`src/include/pipe_seq_defines.svh`:
```
// Constants shared by the pipeline sequencer and its helpers
`ifndef PIPE_SEQ_DEFINES_SVH
`define PIPE_SEQ_DEFINES_SVH

// ********************************************************************
// Timing
// ********************************************************************
`define MUL_BUSY_CYCLES 2

// ********************************************************************
// Widths and reset values
// ********************************************************************
`define PC_W_DEF 16
`define REG_IDX_W_DEF 4
`define SLOT_RESET_ST 2'h0

`endif

```
`src/include/pipe_seq_pkg.sv`:
```
// Types shared by the pipeline sequencer and its helpers
package pipe_seq_pkg;

  // ******************************************************************
  // Instruction classes
  // ******************************************************************
  typedef enum logic [3:0] {
    OP_NONE = 4'h0,
    OP_ALU = 4'h1,
    OP_LOAD = 4'h2,
    OP_STORE = 4'h3,
    OP_MULTIPLY_ACCUMULATE_WORD = 4'h4,
    OP_SIGNED_MULTIPLY_WORD = 4'h5,
    OP_MOVE_FROM_RESULT_REG = 4'h6,
    OP_STORE_RESULT_REG_TO_MEMORY = 4'h7,
    OP_MOVE_TO_RESULT_REG = 4'h8,
    OP_LOAD_RESULT_REG_FROM_MEMORY = 4'h9
  } op_class_t;

  // ******************************************************************
  // Slot phases, Gray along run, split, stretch
  // ******************************************************************
  typedef enum logic [1:0] {
    SLOT_RUN = 2'h0,
    SLOT_SPLIT = 2'h1,
    SLOT_STRETCH = 2'h3
  } slot_state_t;

endpackage

```
`src/rtl/pipe_seq.sv`:
```
// Pipeline sequencer: stage flow, load-use and multiplier interlocks
`include "pipe_seq_defines.svh"
module pipe_seq
  import pipe_seq_pkg::*;
#(
  parameter int PC_W = `PC_W_DEF,
  parameter int REG_W = `REG_IDX_W_DEF,
  parameter int BUSY_CYCLES = `MUL_BUSY_CYCLES
) (
  // Clock and reset
  input wire logic core_clk,
  input wire logic rstn,
  // Instruction word found at fetch_pc
  input wire op_class_t inst_class,
  input wire logic [REG_W-1:0] inst_dst,
  input wire logic [REG_W-1:0] inst_src_a,
  input wire logic [REG_W-1:0] inst_src_b,
  input wire logic [1:0] inst_src_use,
  // Fetch address
  output logic [PC_W-1:0] fetch_pc,
  // Bus and multiplier report, one cycle late except mul_busy, which is the live countdown flag
  output logic bus_ma,
  output logic bus_if,
  output logic bus_split,
  output logic mul_operand,
  output logic mul_stretch,
  output logic mul_busy,
  // Stage occupancy
  output logic id_valid,
  output logic ex_valid,
  output logic ma_valid,
  output logic wb_valid,
  output logic [REG_W-1:0] wb_dst,
  // Execute results and stalls
  output logic alu_done,
  output logic [REG_W-1:0] alu_dst,
  output logic decode_stall
);
  localparam op_class_t OP_MACW = OP_MULTIPLY_ACCUMULATE_WORD;

  typedef struct packed {
    logic [PC_W-1:0] pc;
    logic id_v;
    op_class_t id_cls;
    logic [REG_W-1:0] id_dst;
    logic [REG_W-1:0] id_sa;
    logic [REG_W-1:0] id_sb;
    logic [1:0] id_use;
    logic ex_v;
    op_class_t ex_cls;
    logic [REG_W-1:0] ex_dst;
    logic ma_v;
    op_class_t ma_cls;
    logic [REG_W-1:0] ma_dst;
    logic ma_second;
    logic wb_v;
    logic [REG_W-1:0] wb_dst;
    logic rep_ma;
    logic rep_if;
    logic rep_split;
    logic rep_operand;
    logic rep_stretch;
    logic rep_stall;
    logic rep_alu;
    logic [REG_W-1:0] rep_alu_dst;
  } seq_state_t;

  seq_state_t s_reg;
  seq_state_t s_next;

  logic ma_hold;
  logic ma_mul;
  logic ex_to_ma;
  logic load_use;
  logic mac_follow;
  logic id_stall;
  logic if_req;
  logic ma_req;
  logic mul_wait;
  logic busy_load;
  logic busy_w;
  logic ma_gnt;
  logic if_gnt;
  logic slot_done;

  if (PC_W < 2 || REG_W < 1) begin : g_chk
    $error("PC_W must be at least 2 and REG_W at least 1");
  end

  // ******************************************************************
  // Class decoding
  // ******************************************************************
  function automatic logic needs_ma(input op_class_t c);
    return c inside {OP_LOAD, OP_STORE, OP_MACW, OP_SIGNED_MULTIPLY_WORD,
      OP_MOVE_FROM_RESULT_REG, OP_STORE_RESULT_REG_TO_MEMORY,
      OP_MOVE_TO_RESULT_REG, OP_LOAD_RESULT_REG_FROM_MEMORY};
  endfunction

  function automatic logic uses_bus(input op_class_t c);
    return c inside {OP_LOAD, OP_STORE, OP_MACW,
      OP_STORE_RESULT_REG_TO_MEMORY, OP_LOAD_RESULT_REG_FROM_MEMORY};
  endfunction

  function automatic logic uses_mul(input op_class_t c);
    return c inside {OP_MACW, OP_SIGNED_MULTIPLY_WORD,
      OP_MOVE_FROM_RESULT_REG, OP_STORE_RESULT_REG_TO_MEMORY,
      OP_MOVE_TO_RESULT_REG, OP_LOAD_RESULT_REG_FROM_MEMORY};
  endfunction

  function automatic logic writes_gpr(input op_class_t c);
    return c inside {OP_LOAD, OP_MOVE_FROM_RESULT_REG};
  endfunction

  function automatic logic src_hit(input logic [1:0] use_v,
      input logic [REG_W-1:0] sa, input logic [REG_W-1:0] sb,
      input logic [REG_W-1:0] dst);
    return (use_v[0] && sa == dst) || (use_v[1] && sb == dst);
  endfunction

  // ******************************************************************
  // Helpers
  // ******************************************************************
  mem_slot_arbiter u_arb (
    .core_clk(core_clk),
    .rstn(rstn),
    .ma_req(ma_req),
    .if_req(if_req),
    .mul_wait(mul_wait),
    .ma_gnt(ma_gnt),
    .if_gnt(if_gnt),
    .slot_done(slot_done)
  );

  mul_busy_counter #(
    .BUSY_CYCLES(BUSY_CYCLES)
  ) u_busy (
    .core_clk(core_clk),
    .rstn(rstn),
    .load(busy_load),
    .busy(busy_w)
  );

  // ******************************************************************
  // Interlocks
  // ******************************************************************
  always_comb begin
    // Mul-acc keeps the access stage for a second slot
    ma_hold = s_reg.ma_v && s_reg.ma_cls == OP_MACW &&
      !s_reg.ma_second;
    // Only the second mul-acc access talks to the multiplier
    ma_mul = s_reg.ma_v && uses_mul(s_reg.ma_cls) &&
      (s_reg.ma_cls != OP_MACW || s_reg.ma_second);
    ex_to_ma = s_reg.ex_v && needs_ma(s_reg.ex_cls);
    load_use = s_reg.ex_v && s_reg.ex_cls == OP_LOAD &&
      src_hit(s_reg.id_use, s_reg.id_sa, s_reg.id_sb,
      s_reg.ex_dst);
    // Whatever follows, one slot of decode hold is enough
    mac_follow = s_reg.ex_v && s_reg.ex_cls == OP_MACW;
    id_stall = s_reg.id_v && (load_use || mac_follow);
    if_req = !id_stall;
    ma_req = s_reg.ma_v && uses_bus(s_reg.ma_cls);
    // Gate only while the countdown runs; an idle one costs nothing
    mul_wait = ma_mul && busy_w;
    busy_load = slot_done && s_reg.ma_v &&
      ((s_reg.ma_cls == OP_MACW && s_reg.ma_second) ||
      s_reg.ma_cls == OP_SIGNED_MULTIPLY_WORD);
  end

  // ******************************************************************
  // Stage advance
  // ******************************************************************
  always_comb begin
    s_next = s_reg;
    s_next.rep_ma = ma_gnt;
    s_next.rep_if = if_gnt;
    s_next.rep_split = ma_gnt && !slot_done;
    s_next.rep_operand = ma_gnt && s_reg.ma_cls == OP_MACW &&
      s_reg.ma_second;
    s_next.rep_stretch = mul_wait;
    s_next.rep_stall = slot_done && id_stall;
    s_next.rep_alu = slot_done && s_reg.ex_v &&
      s_reg.ex_cls == OP_ALU;
    s_next.rep_alu_dst = s_reg.ex_dst;
    if (if_gnt) begin
      s_next.pc = s_reg.pc + 1'b1;
    end
    if (slot_done) begin
      // Only loads and moves from the result register return data to a register
      s_next.wb_v = s_reg.ma_v && !ma_hold &&
        writes_gpr(s_reg.ma_cls);
      s_next.wb_dst = s_reg.ma_dst;
      if (ma_hold) begin
        s_next.ma_second = 1'b1;
      end else begin
        // ALU operations never enter the access stage
        s_next.ma_v = ex_to_ma;
        s_next.ma_cls = s_reg.ex_cls;
        s_next.ma_dst = s_reg.ex_dst;
        s_next.ma_second = 1'b0;
      end
      s_next.ex_v = s_reg.id_v && !id_stall;
      s_next.ex_cls = s_reg.id_cls;
      s_next.ex_dst = s_reg.id_dst;
      if (if_gnt) begin
        s_next.id_v = (inst_class != OP_NONE);
        s_next.id_cls = inst_class;
        s_next.id_dst = inst_dst;
        s_next.id_sa = inst_src_a;
        s_next.id_sb = inst_src_b;
        s_next.id_use = inst_src_use;
      end
    end
  end

  always_ff @(posedge core_clk or negedge rstn) begin
    if (!rstn) begin
      s_reg <= '0;
    end else begin
      s_reg <= s_next;
    end
  end

  // ******************************************************************
  // Outputs
  // ******************************************************************
  assign fetch_pc = s_reg.pc;
  assign bus_ma = s_reg.rep_ma;
  assign bus_if = s_reg.rep_if;
  assign bus_split = s_reg.rep_split;
  assign mul_operand = s_reg.rep_operand;
  assign mul_stretch = s_reg.rep_stretch;
  assign mul_busy = busy_w;
  assign id_valid = s_reg.id_v;
  assign ex_valid = s_reg.ex_v;
  assign ma_valid = s_reg.ma_v;
  assign wb_valid = s_reg.wb_v;
  assign wb_dst = s_reg.wb_dst;
  assign alu_done = s_reg.rep_alu;
  assign alu_dst = s_reg.rep_alu_dst;
  assign decode_stall = s_reg.rep_stall;
endmodule

```
`src/rtl/mul_busy_counter.sv`:
```
// Multiplier busy countdown, free of slot boundaries
`include "pipe_seq_defines.svh"
module mul_busy_counter
  import pipe_seq_pkg::*;
#(
  parameter int BUSY_CYCLES = `MUL_BUSY_CYCLES
) (
  // Clock and reset
  input wire logic core_clk,
  input wire logic rstn,
  // Load at end of last multiplier access
  input wire logic load,
  // Busy flag
  output logic busy
);
  localparam int CNT_W = $clog2(BUSY_CYCLES + 1);

  typedef struct packed {
    logic [CNT_W-1:0] cnt;
    logic busy;
  } cnt_state_t;

  cnt_state_t state_reg;
  cnt_state_t state_next;

  if (BUSY_CYCLES < 1) begin : g_chk
    $error("BUSY_CYCLES must be at least one");
  end

  // ******************************************************************
  // Countdown
  // ******************************************************************
  // Counts cycles, not slots, so a split slot does not lengthen it
  always_comb begin
    state_next = state_reg;
    if (load) begin
      state_next.cnt = CNT_W'(BUSY_CYCLES);
    end else if (state_reg.cnt != '0) begin
      state_next.cnt = state_reg.cnt - 1'b1;
    end
    state_next.busy = (state_next.cnt != '0);
  end

  always_ff @(posedge core_clk or negedge rstn) begin
    if (!rstn) begin
      state_reg <= '0;
    end else begin
      state_reg <= state_next;
    end
  end

  assign busy = state_reg.busy;

endmodule

```
`src/rtl/mem_slot_arbiter.sv`:
```
// Memory bus slot arbiter: access first, fetch second on collision
`include "pipe_seq_defines.svh"
module mem_slot_arbiter
  import pipe_seq_pkg::*;
(
  // Clock and reset
  input wire logic core_clk,
  input wire logic rstn,
  // Requests
  input wire logic ma_req,
  input wire logic if_req,
  input wire logic mul_wait,
  // Grants
  output logic ma_gnt,
  output logic if_gnt,
  output logic slot_done
);
  typedef struct packed {
    slot_state_t st;
  } arb_state_t;

  arb_state_t state_reg;
  arb_state_t state_next;

  // ******************************************************************
  // Slot sequencing
  // ******************************************************************
  always_comb begin
    state_next = state_reg;
    ma_gnt = 1'b0;
    if_gnt = 1'b0;
    slot_done = 1'b0;
    case (state_reg.st)
      SLOT_RUN, SLOT_STRETCH: begin
        if (mul_wait) begin
          // Bus stays idle; the slot simply grows
          state_next.st = SLOT_STRETCH;
        end else if (ma_req && if_req) begin
          ma_gnt = 1'b1;
          state_next.st = SLOT_SPLIT;
        end else begin
          ma_gnt = ma_req;
          if_gnt = if_req;
          slot_done = 1'b1;
          state_next.st = SLOT_RUN;
        end
      end
      SLOT_SPLIT: begin
        if_gnt = 1'b1;
        slot_done = 1'b1;
        state_next.st = SLOT_RUN;
      end
      default: begin
        state_next.st = SLOT_RUN;
      end
    endcase
  end

  always_ff @(posedge core_clk or negedge rstn) begin
    if (!rstn) begin
      state_reg.st <= slot_state_t'(`SLOT_RESET_ST);
    end else begin
      state_reg <= state_next;
    end
  end

endmodule

```
`config.mk`:
```
export PLATFORM = sky130hd
export DESIGN_NAME = pipe_seq
export DESIGN_NICKNAME = d
export VERILOG_FILES = /design/src/include/pipe_seq_pkg.sv /design/src/rtl/pipe_seq.sv /design/src/rtl/mul_busy_counter.sv /design/src/rtl/mem_slot_arbiter.sv
export VERILOG_INCLUDE_DIRS = /design/src /design/src/include
export SDC_FILE = /design/constraint.sdc
export NUM_CORES = 1
export LEC_CHECK = 0
export BUFFER_PORTS_ARGS = -buffer_cell sky130_fd_sc_hd__buf_4
export CORE_UTILIZATION = 60
export CTS_CLUSTER_SIZE = 16
export DETAILED_ROUTE_END_ITERATION = 6
export PLACE_DENSITY = 0.84
export SETUP_SLACK_MARGIN = 0.5
export SYNTH_ARGS = -nofsm -noshare
export SYNTH_HDL_FRONTEND = slang
export SYNTH_HIERARCHICAL = 1
export SYNTH_SLANG_ARGS = --single-unit
```
`constraint.sdc`:
```
create_clock -name core_clk -period 4.79 [get_ports core_clk]
set_clock_uncertainty 0.2 [all_clocks]
set_input_delay 1.1975 -clock core_clk [delete_from_list [all_inputs] [get_ports core_clk]]
set_output_delay 1.1975 -clock core_clk [all_outputs]
set_load 0.005 [all_outputs]
```
* After elaboration in Yosys (flattened, before gate mapping)
Cells that the tools add are included.
** Word-level totals
- Bits in registers :: 75
- Input port bits :: 20
- Output and inout bits :: 36
- Word-level logic and storage cells :: 112
** Cells by class
- $add $sub $neg :: 2
- Eq/ne operators :: 22
- Multiplexer cells :: 15
- Bitwise gates (word level) :: 1
- Reductions and logical operators :: 45
** Operators by type and width (number)
- 4-bit by 3-bit == test with 1-bit output (second input constant) :: 8
- 1-bit logical AND :: 26
- 16-bit by 1-bit adder with 16-bit output (second input constant) :: 1
- 4-bit by 2-bit == test with 1-bit output (second input constant) :: 4
- 4-bit == test (second input constant) :: 4
- 1-bit two-way mux :: 9
- 4-bit == test :: 2
- 2-bit two-way mux :: 4
- 8-bit nonzero test :: 1
- 2-bit nonzero test :: 3
- 6-bit nonzero test :: 1
- 5-bit nonzero test :: 1
- 4-bit by 1-bit == test with 1-bit output (second input constant) :: 1
- 1-bit logical NOT :: 4
- 1-bit logical OR :: 4
- 4-bit by 3-bit inequality test with 1-bit output (second input constant) :: 1
- 1-bit case mux with 2 select lines :: 2
- 2-bit AND reduction :: 2
- 4-bit nonzero test :: 1
- 2-bit by 1-bit == test with 1-bit output (second input constant) :: 1
- 2-bit == test (second input constant) :: 1
- 2-bit logical NOT :: 1
- 2-bit OR reduction :: 1
- 2-bit by 1-bit subtractor with 2-bit output (second input constant) :: 1
- 1-bit NOT :: 1

* Logic depth before layout (Yosys ltp)
Gate-level depths: netlist (run 1).
- Depth after elaboration :: 15
- Gate-level depth with buffers :: 13
- Gate-level depth less buffers :: 11

* Hierarchy
Netlist (run 1), hierarchy kept.
** Modules (own cells, without submodules)
- pipe_seq :: times used 1, cells an instance 232, area each 3032.9 µm²
- mem_slot_arbiter :: times used 1, cells an instance 17, area each 148.9 µm²
- mul_busy_counter :: times used 1, cells an instance 6, area each 102.6 µm²

* Least setup slack after synthesis (run 1)
OpenSTA, ideal clock, no wires.
- Path kind :: reg-to-reg
- Start :: register s_reg[33] (netlist bit)
- End :: register u_busy.state_reg, in the netlist u_busy/busy
- Setup time :: 0.066 ns
- Data arrival time :: 2.502 ns
- Required time :: 4.524 ns
- Path slack :: 2.021 ns
- Stages on the path, launching flop included :: 12
- Buffers on the path :: 2
- Cell sequence :: dfrtp_1 > nor3b_1 > nand4_1 > o22ai_1 > o21ai_0 > nand2_1 > a21oi_1 > nor2_1 > clkbuf_1 > clkbuf_1 > nor4b_1 > or2_1
** RTL lines
- from (decl) :: line pipe_seq.sv:68 : seq_state_t s_reg;
- from (signal assigned) :: line pipe_seq.sv:219 : s_reg <= s_next;
- to (signal assigned) :: line mul_busy_counter.sv:48 : state_reg <= state_next;
- to (decl) :: line mul_busy_counter.sv:23 : cnt_state_t state_reg;

* Worst setup path after layout (run 1)
- Start :: register s_reg, in the netlist s_next[2]
- End :: register s_reg[41] (netlist bit)
** Between the ends
- Cells in the longest elaborated chain, start to end :: 12
- Elaborated cells between the ends (all ways) :: 17
- Classes of those cells :: 2 x eq/ne; 6 x mux; 9 x reduce/logical
** Ends and longest elaborated chain
- 4-bit == test :: line pipe_seq.sv:117 : return (use_v[0] && sa == dst) || (use_v[1] && sb == dst);
- 1-bit logical AND :: line pipe_seq.sv:117
- 1-bit logical OR * :: line pipe_seq.sv:117
- 1-bit logical AND * :: line pipe_seq.sv:154 : load_use = s_reg.ex_v && s_reg.ex_cls == OP_LOAD &&
- 1-bit logical OR * :: line pipe_seq.sv:159 : id_stall = s_reg.id_v && (load_use || mac_follow);
- 1-bit logical AND * :: line pipe_seq.sv:159
- 1-bit logical NOT * :: line pipe_seq.sv:160 : if_req = !id_stall;
- via if_req :: line pipe_seq.sv:77 : logic if_req;
- 1-bit logical AND :: line mem_slot_arbiter.sv:38 : end else if (ma_req && if_req) begin
- 1-bit two-way mux * :: line mem_slot_arbiter.sv:38
- 1-bit two-way mux * :: line mem_slot_arbiter.sv:35 : if (mul_wait) begin
- 1-bit case mux with 2 select lines * :: line mem_slot_arbiter.sv:33 : case (state_reg.st)
- via if_gnt :: line pipe_seq.sv:83 : logic if_gnt;
- 2-bit AND reduction (no line) *
Mark *: on every way through the listed nets, which the timed path passes. The rest lies on a longest branch.
A chain may end at the register's enable or synchronous reset.

==> summary.md, run 1 <==
| Metric | Value |
|---|---|
| Run status | `completed` |
| Most frequent standard cell in the layout excluding fill and tap cells | `sky130_fd_sc_hd__dfrtp_1` |
| Internal power | `1.90 mW` |
| Area of the multi-input gates | `1180 um^2` |
| Average detailed-routed wire length per instance | `15.0 um` |
| Switching share of total power | `31.9%` |
| Antenna cell count | `0` |
| Filler cell count in the final layout | `348` |
| Number of buffers on the longest clock path | `2` |
| Number of H-tree levels | `3` |
| Synthesized area divided by synthesized cell count | `12.9 um^2` |
| Share of cells above drive strength 1 | `40.4%` |
| Part of the power in combinational logic | `37.7%` |
| Leading cell types by total area after synthesis | `sky130_fd_sc_hd__dfrtp_1, sky130_fd_sc_hd__mux2_2, sky130_fd_sc_hd__buf_4, sky130_fd_sc_hd__xnor2_1, sky130_fd_sc_hd__nand3_1` |
| Number of slew-limit violations in the final report | `0` |
| Top library cells by usage in the layout, fill and taps aside | `sky130_fd_sc_hd__dfrtp_1, sky130_fd_sc_hd__buf_4, sky130_fd_sc_hd__mux2_2` |
| Area Overhead vs Synth | `17.2%` |
| Routability-driven placement congestion ratio | `0.823` |
| Initial core utilization | `63.1%` |
| Total die area | `5770 um^2` |
| I/O Pins | `56` |
| Crit end category | `flop` |
| Kind of critical path | `flop to flop` |
| Length of routed met3 wiring | `264 um` |
| Sequential fraction of the synthesis area | `57.1%` |
| Number of enable-type register cells in the synthesized netlist | `0` |
| Min Tclk post-route | `3100 ps` |
| Clk sink count | `75` |
| # Post-CTS Setup Buffers | `0` |
| Initial antenna violation count | `0` |
| Clock Root Buffer | `sky130_fd_sc_hd__clkbuf_8` |
| Setup TNS | `0 ps` |
| Syn Nets | `278` |
| Synth Cell Area | `3280 um^2` |
| Synth top area share | `57.1%` |
| Area leader, netlist | `sky130_fd_sc_hd__dfrtp_1` |
| Residual overflow from global routing | `0` |
| Latest clock arrival within the worst-skew pair | `330 ps` |
| Data required time of the worst path | `4810 ps` |
| Worst-path maximum fanout | `20` |
| Total leakage power | `1.84 nW` |
| Final nets | `315` |
| Wire length the detailed router placed on met1 | `2480 um` |
| Distinct cell type count of the synthesized netlist | `38` |
| Kind of path behind the tightest hold check | `flop to flop` |
| Maxcap violations | `0` |
| Number of cell rows | `26` |
| Flip-flop count of the largest register after layout | `31` |
| Power per standard cell area | `724 nW/um^2` |
| Core region area | `5200 um^2` |
| DRC violations left | `0` |
| Relative contribution of the clock network to total power | `21.8%` |
| Portion of the clock cycle consumed by the worst path in the final layout | `64.6%` |
| Count of buffers inserted at the top-level ports | `55` |
| Final routed wirelength across all metal layers | `5510 um` |
| Die height | `76.0 um` |
| Fraction of registers with async set or reset after synthesis | `100%` |
| Worst setup SP type | `flop` |
| Data arrival time at the worst-slack endpoint | `3110 ps` |
| Final Setup Violations | `0` |
| Die Wd | `76.0 um` |
| Met2 Wirelength | `2680 um` |
| DRC marker count from the first detailed-route iteration | `69` |
| DR pass1 iterations | `4` |
| Maximum number of pins on one net before global-route repair | `76` |
| Final hold vios | `0` |
| Maximum achievable frequency | `323 MHz` |
| Total routing usage reported by global routing | `21.4%` |
| Residual antenna-violating net count after detailed routing | `0` |
| Average via count per standard cell | `5.32` |
| Max VDD drop | `0.367 mV` |
| Number of buffers created by CTS | `9` |
| Most used flip-flop cell after synthesis | `sky130_fd_sc_hd__dfrtp_1` |
| CTS Hold Bufs | `0` |
| Least-Margin Pin Slew | `904 ps` |
| Register area | `1880 um^2` |
| Number of global-route vias before repair | `2064` |
| Sequential Power Share | `40.6%` |
| Sum of net half-perimeters after detailed placement | `3710 um` |
| Final standard cell area without fillers | `3850 um^2` |
| Clock tree from TritonCTS | `built` |
| RSZ-0062 raised after global routing | `false` |
| Instance area after placement | `3590 um^2` |
| Highest metal layer with signal wires | `met4` |
| First-pass GRT wire length | `9570 um` |
| Number of flip-flops and latches in the synthesized netlist | `75` |
| Worst max-slew margin expressed relative to the limit | `39.7%` |
| Clk slew on worst S/H paths | `80 ps` |
| CTS resizes | `0` |
| Reported net switching power | `0.890 mW` |
| Via count of the routed design | `1953` |
| Synthesized instance count | `255` |
| Yosys warning total | `6` |
-- power groups by stage --
stage          clock (mW)  sequential (mW)  combinational [mW]
2_1_floorplan           0             1.07               0.864
3_3_place_gp            0             1.12                1.01
3_5_place_dp            0             1.14                1.05
4_1_cts             0.620             1.13                1.07
5_1_grt             0.645             1.17                1.16
6_report            0.607             1.13                1.05
-- worst max-delay path, stage by stage, from the launching register on --
cell and delay [ps]:
sky130_fd_sc_hd__dfrtp_1 450, sky130_fd_sc_hd__xnor2_1 170, sky130_fd_sc_hd__nand3_1 100, sky130_fd_sc_hd__o22ai_1 110
sky130_fd_sc_hd__o21ai_0 370, sky130_fd_sc_hd__a31oi_1 140, sky130_fd_sc_hd__nor2_1 370, sky130_fd_sc_hd__nand2_1 590
sky130_fd_sc_hd__mux2_2 480
-- layout make-up --
class | count | share of cell area [%]
Tap cell | 70 | 2.28
Multi-Input combinational cell | 143 | 30.6
Timing Repair Buffer | 56 | 10.9
Inverter | 7 | 0.683
Sequential cell | 75 | 48.8
Clock buffer | 12 | 4.29
Clock inverter | 4 | 2.47
-- metrics by stage --
stage | instances | utilization [%] | power [mW] | hold WS [ps] | worst slack [ps]
global placement | 351 | 68.9 | 2.14 | 239 | 1770
finish | 367 | 73.9 | 2.79 | 260 | 1690
floorplan | 255 | - | 1.93 | 223 | 2020
global route | 367 | 73.9 | 2.97 | 286 | 1340
CTS | 367 | 73.9 | 2.82 | 261 | 1660
detailed placement | 351 | 68.9 | 2.19 | 251 | 1680
-- kinds of logic (layout without fill, tap and decap cells) --
group / count (synthesis) / count (layout) / synth area share (%)
flip-flops: 75 / 75 / 57.1
AND/OR/NAND/NOR: 60 / 60 / 10.7
buffers and inverters: 37 / 79 / 7.09
AO/OA/AOI/OAI: 16 / 16 / 3.89
multiplexers: 40 / 40 / 13.7
adder cells (fa/ha/maj): 3 / 3 / 1.14
XOR/XNOR: 24 / 24 / 6.40
-- cells in the mapped netlist (all sizes together), types with 5 or more instances --
library cell  number
xor2               5
dfrtp             75
mux2              39
nand2             10
nor2b              6
nor2              11
inv                7
nand3              9
buf               26
xnor2             19
-- final timing paths --
| check | start | endpoint | slack [ps] | cells after the start |
|---|---|---|---|---|
| max in group asynchronous | rstn | fetch_pc[8]$_DFFE_PN0P_ | 3020 | 1 |
| hold / removal | u_busy/state_reg[1]$_DFF_PN0_ | u_busy/state_reg[1]$_DFF_PN0_ | 260 | 1 |
| min in group asynchronous | rstn | mul_operand$_DFF_PN0_ | 800 | 1 |
| setup reg to reg | s_next[2]$_DFFE_PN0P_ | s_reg[41]$_DFFE_PN0P_ | 1690 | 8 |
| setup / recovery | s_next[2]$_DFFE_PN0P_ | s_reg[41]$_DFFE_PN0P_ | 1690 | 8 |
| hold reg to reg | u_busy/state_reg[1]$_DFF_PN0_ | u_busy/state_reg[1]$_DFF_PN0_ | 260 | 1 |
-- routing by layer --
| layer | vias to the layer above | GRT usage (%) |
|---|---|---|
| met3 | 10 | 4.43 |
| met4 | 0 | 8.65 |
| met1 | 962 | 27.9 |
| met5 | - | 0 |
| li1 | 927 | - |
| met2 | 54 | 35.2 |
Note: power is estimated with default switching activity, not from simulation.
==> inputs of run 2 (changes only) <==
CORE_UTILIZATION = 50   (was 60)
PLACE_DENSITY = 0.75   (was 0.84)
clock period = 2.6 ns   (was 4.79 ns; I/O delays follow)
==> run 2 against run 1 <==
  * Worst setup slack worse by 1700 ps
  * Via count is 12% higher
  * Sequential cell count did not move
  * Largest power group is now combinational cells
  * Clock power increased by 49%
  * Register-to-register slack worse by 1700 ps
  * First-iteration DRC count fell by 14%
  * Non-clock buffer count rose by 43
  * Critical path type unchanged
  * Utilization fell by 3.4 points
  * Final area up 16%
  * Total power up 130%
  * Global-route usage is 0.84 points lower
==> summary.md, run 2 (synthesis results as in run 1) <==
| Metric | Value |
|---|---|
| Run status | `completed` |
| Routability-driven placement congestion ratio | `0.754` |
| DRC violations left | `0` |
| Non-filler instance count after layout | `417` |
| Residual antenna-violating net count after detailed routing | `0` |
| Number of placed cells counting well taps | `369` |
| Average detailed-routed wire length per instance | `16.7 um` |
| Final nets | `359` |
| Worst max-slew margin expressed relative to the limit | `60.5%` |
| Flip-flop count of the largest register after layout | `31` |
| Part of the power in combinational logic | `53.7%` |
| Setup TNS | `0 ps` |
| Relative contribution of the clock network to total power | `14.1%` |
| Core region area | `6350 um^2` |
| Max VDD drop | `0.849 mV` |
| DR pass1 iterations | `4` |
| Least-Margin Pin Slew | `591 ps` |
| Number of global-route vias before repair | `2143` |
| Maximum number of pins on one net before global-route repair | `45` |
| Initial antenna violation count | `0` |
| Total leakage power | `2.20 nW` |
| CTS Hold Bufs | `0` |
| Crit end category | `flop` |
| Worst setup SP type | `flop` |
| Count of buffers inserted at the top-level ports | `55` |
| Worst Hold Margin | `25.7 ps` |
| Switching share of total power | `33.2%` |
| Kind of critical path | `flop to flop` |
| Final worst-path setup slack | `20.5 ps` |
| Finished Core Util | `70.5%` |
| Number of buffers created by CTS | `9` |
| Global-route track usage on met2 | `33.2%` |
| Reported net switching power | `2.14 mW` |
| Most frequent standard cell in the layout excluding fill and tap cells | `sky130_fd_sc_hd__buf_4` |
| Portion of the clock cycle consumed by the worst path in the final layout | `99.2%` |
| Clk sink count | `75` |
| RSZ-0062 raised after global routing | `true` |
| Worst Setup Slack post-DPL | `57.0 ps` |
| Average via count per standard cell | `5.23` |
| Top library cells by usage in the layout, fill and taps aside | `sky130_fd_sc_hd__buf_4, sky130_fd_sc_hd__dfrtp_1, sky130_fd_sc_hd__mux2_2` |
| Share of cells above drive strength 1 | `54.4%` |
| Die height | `83.1 um` |
| Final standard cell area without fillers | `4480 um^2` |
| Sequential Power Share | `32.2%` |
| Via count of the routed design | `2180` |
| Final hold vios | `0` |
| Kind of path behind the tightest hold check | `primary input to asynchronous set/reset pin` |
| Total die area | `6900 um^2` |
| Number of H-tree levels | `3` |
| Antenna cell count | `0` |
| Number of slew-limit violations in the final report | `0` |
| Met1 usage in global routing | `26.3%` |
| Number of cell rows | `29` |
| Instance area after placement | `3800 um^2` |
| Total routing usage reported by global routing | `20.5%` |
| Clock tree from TritonCTS | `built` |
| Die Wd | `83.1 um` |
| Latest clock arrival within the worst-skew pair | `360 ps` |
| Data arrival time at the worst-slack endpoint | `2620 ps` |
| Final routed wirelength across all metal layers | `6970 um` |
| Area Overhead vs Synth | `36.4%` |
| Initial core utilization | `51.7%` |
| Power Total | `6.43 mW` |
| Final Setup Violations | `0` |
| Clock Root Buffer | `sky130_fd_sc_hd__clkbuf_8` |
| Sum of net half-perimeters after detailed placement | `4140 um` |
| I/O Pins | `56` |
| Maxcap violations | `0` |
| Data required time of the worst path | `2640 ps` |
| Layer with the highest usage | `met2` |
| Internal power | `4.30 mW` |
| DRC marker count from the first detailed-route iteration | `59` |
| Grt met3 use | `4.57%` |
| Power per standard cell area | `1440 nW/um^2` |
| First-pass GRT wire length | `10900 um` |
| Worst-path maximum fanout | `6` |
| Clk slew on worst S/H paths | `70 ps` |
| Number of buffers on the longest clock path | `2` |
| Min Tclk post-route | `2580 ps` |
| Residual overflow from global routing | `0` |
| Maximum achievable frequency | `388 MHz` |
[run 2: timing repair]
| action | 4_1_cts | 5_1_grt |
|---|---|---|
| resized for setup | 28 | 15 |
| pin swaps | 12 | 6 |
| endpoints found under the setup margin | 62 | 65 |
| cloned | 2 | 3 |
| setup buffers | 20 | 8 |
[run 2: layer usage]
layer	up-vias	routed length (um)
li1	1010	-
met1	1103	3020
met2	52	3530
met3	15	263
met4	0	151
met5	-	0
[run 2: worst max-delay path: stages (launching register included)]
cell and delay (ps):
sky130_fd_sc_hd__dfrtp_2 470, sky130_fd_sc_hd__nor3b_2 300, sky130_fd_sc_hd__o21ai_1 130, sky130_fd_sc_hd__o21ai_1 90, sky130_fd_sc_hd__and2_4 180, sky130_fd_sc_hd__nand2_1 60
sky130_fd_sc_hd__a21oi_2 200, sky130_fd_sc_hd__nor2_4 50, sky130_fd_sc_hd__buf_12 140, sky130_fd_sc_hd__buf_12 130, sky130_fd_sc_hd__o41ai_4 100, sky130_fd_sc_hd__mux2_2 400
[run 2: final timing paths]
kind,cells after the start,slack (ps),to,startpoint
min,1,30,s_reg[16]$_DFFE_PN0P_,rstn
min reg2reg,1,260,u_busy/state_reg[1]$_DFF_PN0_,u_busy/state_reg[1]$_DFF_PN0_
max reg2reg,11,20,s_reg[23]$_DFFE_PN0P_,s_reg[22]$_DFFE_PN0P_
max in group asynchronous,2,1590,s_next[2]$_DFFE_PN0P_,rstn
min in group core_clk,1,260,u_busy/state_reg[1]$_DFF_PN0_,u_busy/state_reg[1]$_DFF_PN0_
max,11,20,s_reg[23]$_DFFE_PN0P_,s_reg[22]$_DFFE_PN0P_
[run 2: power by group through the flow]
| stage | combinational [mW] | sequential [mW] | clock [mW] |
|---|---|---|---|
| 2_1_floorplan | 1.89 | 1.98 | 0 |
| 3_3_place_gp | 2.26 | 2.06 | 0 |
| 3_5_place_dp | 2.31 | 2.08 | 0 |
| 4_1_cts | 2.84 | 2.07 | 0.913 |
| 5_1_grt | 3.67 | 2.14 | 0.968 |
| 6_report | 3.46 | 2.07 | 0.904 |
[run 2: area by class of cell]
cell class                      count  area [um^2]
Tap cell                           77         96.3
Timing Repair Buffer               99          877
Inverter                            7         26.3
Clock buffer                       13          159
Multi-Input combinational cell    144         1400
Fill cell                         445         1870
Clock inverter                      2         35.0
Sequential cell                    75         1880
==> inputs of run 3 (changes only) <==
CORE_UTILIZATION = 25   (was 50)
PLACE_DENSITY = default   (was 0.75)
==> run 3 against run 2 <==
  * Sequential power barely moved
  * Via count did not move
  * Critical path depth did not move
  * Register-to-register slack improved by 110 ps
  * Combinational power rose by 5%
  * Global-route usage fell by 8.5 points
  * Non-clock buffer count rose by 1
  * Critical path type unchanged
  * Highest routed layer unchanged
==> summary.md, run 3 (synthesis results as in run 1) <==
| Metric | Value |
|---|---|
| Die height | `117 um` |
| Clock Root Buffer | `sky130_fd_sc_hd__clkbuf_16` |
| Total die area | `13600 um^2` |
| Number of H-tree levels | `3` |
| Worst setup SP type | `flop` |
| Residual antenna-violating net count after detailed routing | `0` |
| Average detailed-routed wire length per instance | `14.6 um` |
| Via count of the routed design | `2180` |
| Instance area after placement | `3960 um^2` |
| Clk slew on worst S/H paths | `60 ps` |
| Top library cells by usage in the layout, fill and taps aside | `sky130_fd_sc_hd__buf_4, sky130_fd_sc_hd__dfrtp_1, sky130_fd_sc_hd__mux2_4` |
| Share of cells above drive strength 1 | `56.1%` |
| Maxcap violations | `0` |
| Power per standard cell area | `1450 nW/um^2` |
| DRC violations left | `0` |
| Average via count per standard cell | `4.24` |
| Power Total | `6.87 mW` |
| Number of cell rows | `41` |
| Count of buffers inserted at the top-level ports | `55` |
| Final standard cell area without fillers | `4740 um^2` |
| Max VDD drop | `0.591 mV` |
| Number of global-route vias before repair | `2326` |
| Die Wd | `117 um` |
| Crit end category | `flop` |
| Final hold vios | `0` |
| Final routed wirelength across all metal layers | `7510 um` |
| DRC marker count from the first detailed-route iteration | `106` |
| Kind of path behind the tightest hold check | `primary input to asynchronous set/reset pin` |
| RSZ-0062 raised after global routing | `true` |
| Initial core utilization | `25.8%` |
| Final Setup Violations | `0` |
| Data required time of the worst path | `2620 ps` |
| Most frequent standard cell in the layout excluding fill and tap cells | `sky130_fd_sc_hd__buf_4` |
| Residual overflow from global routing | `0` |
| Clk sink count | `75` |
| Maximum number of pins on one net before global-route repair | `45` |
| Number of cell instances on the worst register-to-register path | `11` |
| First-pass GRT wire length | `12100 um` |
| Flip-flop count of the largest register after layout | `31` |
| Antenna cell count | `0` |
| Number of slew-limit violations in the final report | `0` |
| CTS Hold Bufs | `0` |
| Worst-path maximum fanout | `5` |
| Worst max-slew margin expressed relative to the limit | `57.1%` |
| Initial antenna violation count | `0` |
| Run status | `completed` |
| Setup TNS | `0 ps` |
| Min Tclk post-route | `2460 ps` |
| Final nets | `360` |
| Total leakage power | `2.28 nW` |
| Portion of the clock cycle consumed by the worst path in the final layout | `94.8%` |
| Number of buffers created by CTS | `9` |
| Core region area | `12700 um^2` |
| Sum of net half-perimeters after detailed placement | `4870 um` |
| Area Overhead vs Synth | `44.2%` |
| Least-Margin Pin Slew | `641 ps` |
| Number of placed cells counting well taps | `469` |
| Clock tree from TritonCTS | `built` |
| Routability-driven placement congestion ratio | `0.794` |
| Maximum achievable frequency | `406 MHz` |
| Total routing usage reported by global routing | `12.0%` |
| Non-filler instance count after layout | `514` |
| Data arrival time at the worst-slack endpoint | `2480 ps` |
| I/O Pins | `56` |
| Latest clock arrival within the worst-skew pair | `330 ps` |
| Number of buffers on the longest clock path | `2` |
| Kind of critical path | `flop to flop` |
| DR pass1 iterations | `5` |
## run 3: changes by cell type in the layout (fill, tap and decap cells not counted), moves of 2 or more
cell                        previous run  this run
sky130_fd_sc_hd__nand2_2               0         3
sky130_fd_sc_hd__mux2_2               23        15
sky130_fd_sc_hd__clkbuf_16             2        10
sky130_fd_sc_hd__buf_16                0         2
sky130_fd_sc_hd__nand2_1               9         7
sky130_fd_sc_hd__mux2_4               16        24
sky130_fd_sc_hd__clkbuf_1              2         0
sky130_fd_sc_hd__clkbuf_8             11         2
## run 3: stage by stage
step           setup WS, ps  hold WS [ps]  utilization (%)
2_1_floorplan           193           154                -
3_3_place_gp          -62.2           232             31.1
3_5_place_dp           -124           244             31.1
4_1_cts                 182           143             36.1
5_1_grt               -15.1           178             37.2
6_report                135           132             37.2
## run 3: timing repair
action	CTS	global route
gates cloned	3	1
setup endpoints to repair	65	65
resized for setup	42	17
pin swaps	17	12
buffers inserted	17	8
## run 3: path summary, 6_finish.rpt
path                       slack (ps)                           from                            end
setup / recovery                  140          s_reg[33]$_DFFE_PN0P_          s_reg[49]$_DFFE_PN0P_
hold / removal                    130                           rstn          s_reg[23]$_DFFE_PN0P_
setup reg to reg                  140          s_reg[33]$_DFFE_PN0P_          s_reg[49]$_DFFE_PN0P_
hold reg to reg                   250  u_busy/state_reg[1]$_DFF_PN0_  u_busy/state_reg[1]$_DFF_PN0_
max in group asynchronous        1460                           rstn          s_next[2]$_DFFE_PN0P_
min in group core_clk             250  u_busy/state_reg[1]$_DFF_PN0_  u_busy/state_reg[1]$_DFF_PN0_
## run 3: area by class of cell
cell class	count	area [um^2]
fill	1241	7990
sequential	75	1880
multi-input combinational	144	1430
timing repair buffer	100	895
clock buffer	11	253
tap	172	215
clock inverter	5	35.0
inverter	7	26.3
## run 3: where the power goes
group / switching (mW) / internal [mW] / total [mW]
registers: 0.410 / 1.67 / 2.08
logic: 1.34 / 2.28 / 3.62
clock network: 0.475 / 0.699 / 1.17
total: 2.22 / 4.65 / 6.87
## run 3: layer usage
layer | vias up | share of wire [%] | track usage (%)
met5 | - | 0 | 0
met4 | 0 | 1.9 | 5.15
met3 | 13 | 4.4 | 3.43
met2 | 51 | 47 | 19.3
met1 | 1094 | 46 | 15.1
li1 | 1022 | - | -
## run 3: worst max-delay path, cell delays in order (launching register included)
cell and delay, ps:
sky130_fd_sc_hd__dfrtp_1 410, sky130_fd_sc_hd__nor3b_4 260, sky130_fd_sc_hd__nand4_1 150, sky130_fd_sc_hd__o22ai_2 210, sky130_fd_sc_hd__o21ai_2 100, sky130_fd_sc_hd__nand2_1 110
sky130_fd_sc_hd__a21oi_2 70, sky130_fd_sc_hd__nor2_4 150, sky130_fd_sc_hd__nand2_2 100, sky130_fd_sc_hd__buf_6 150, sky130_fd_sc_hd__buf_16 130, sky130_fd_sc_hd__mux2_4 290
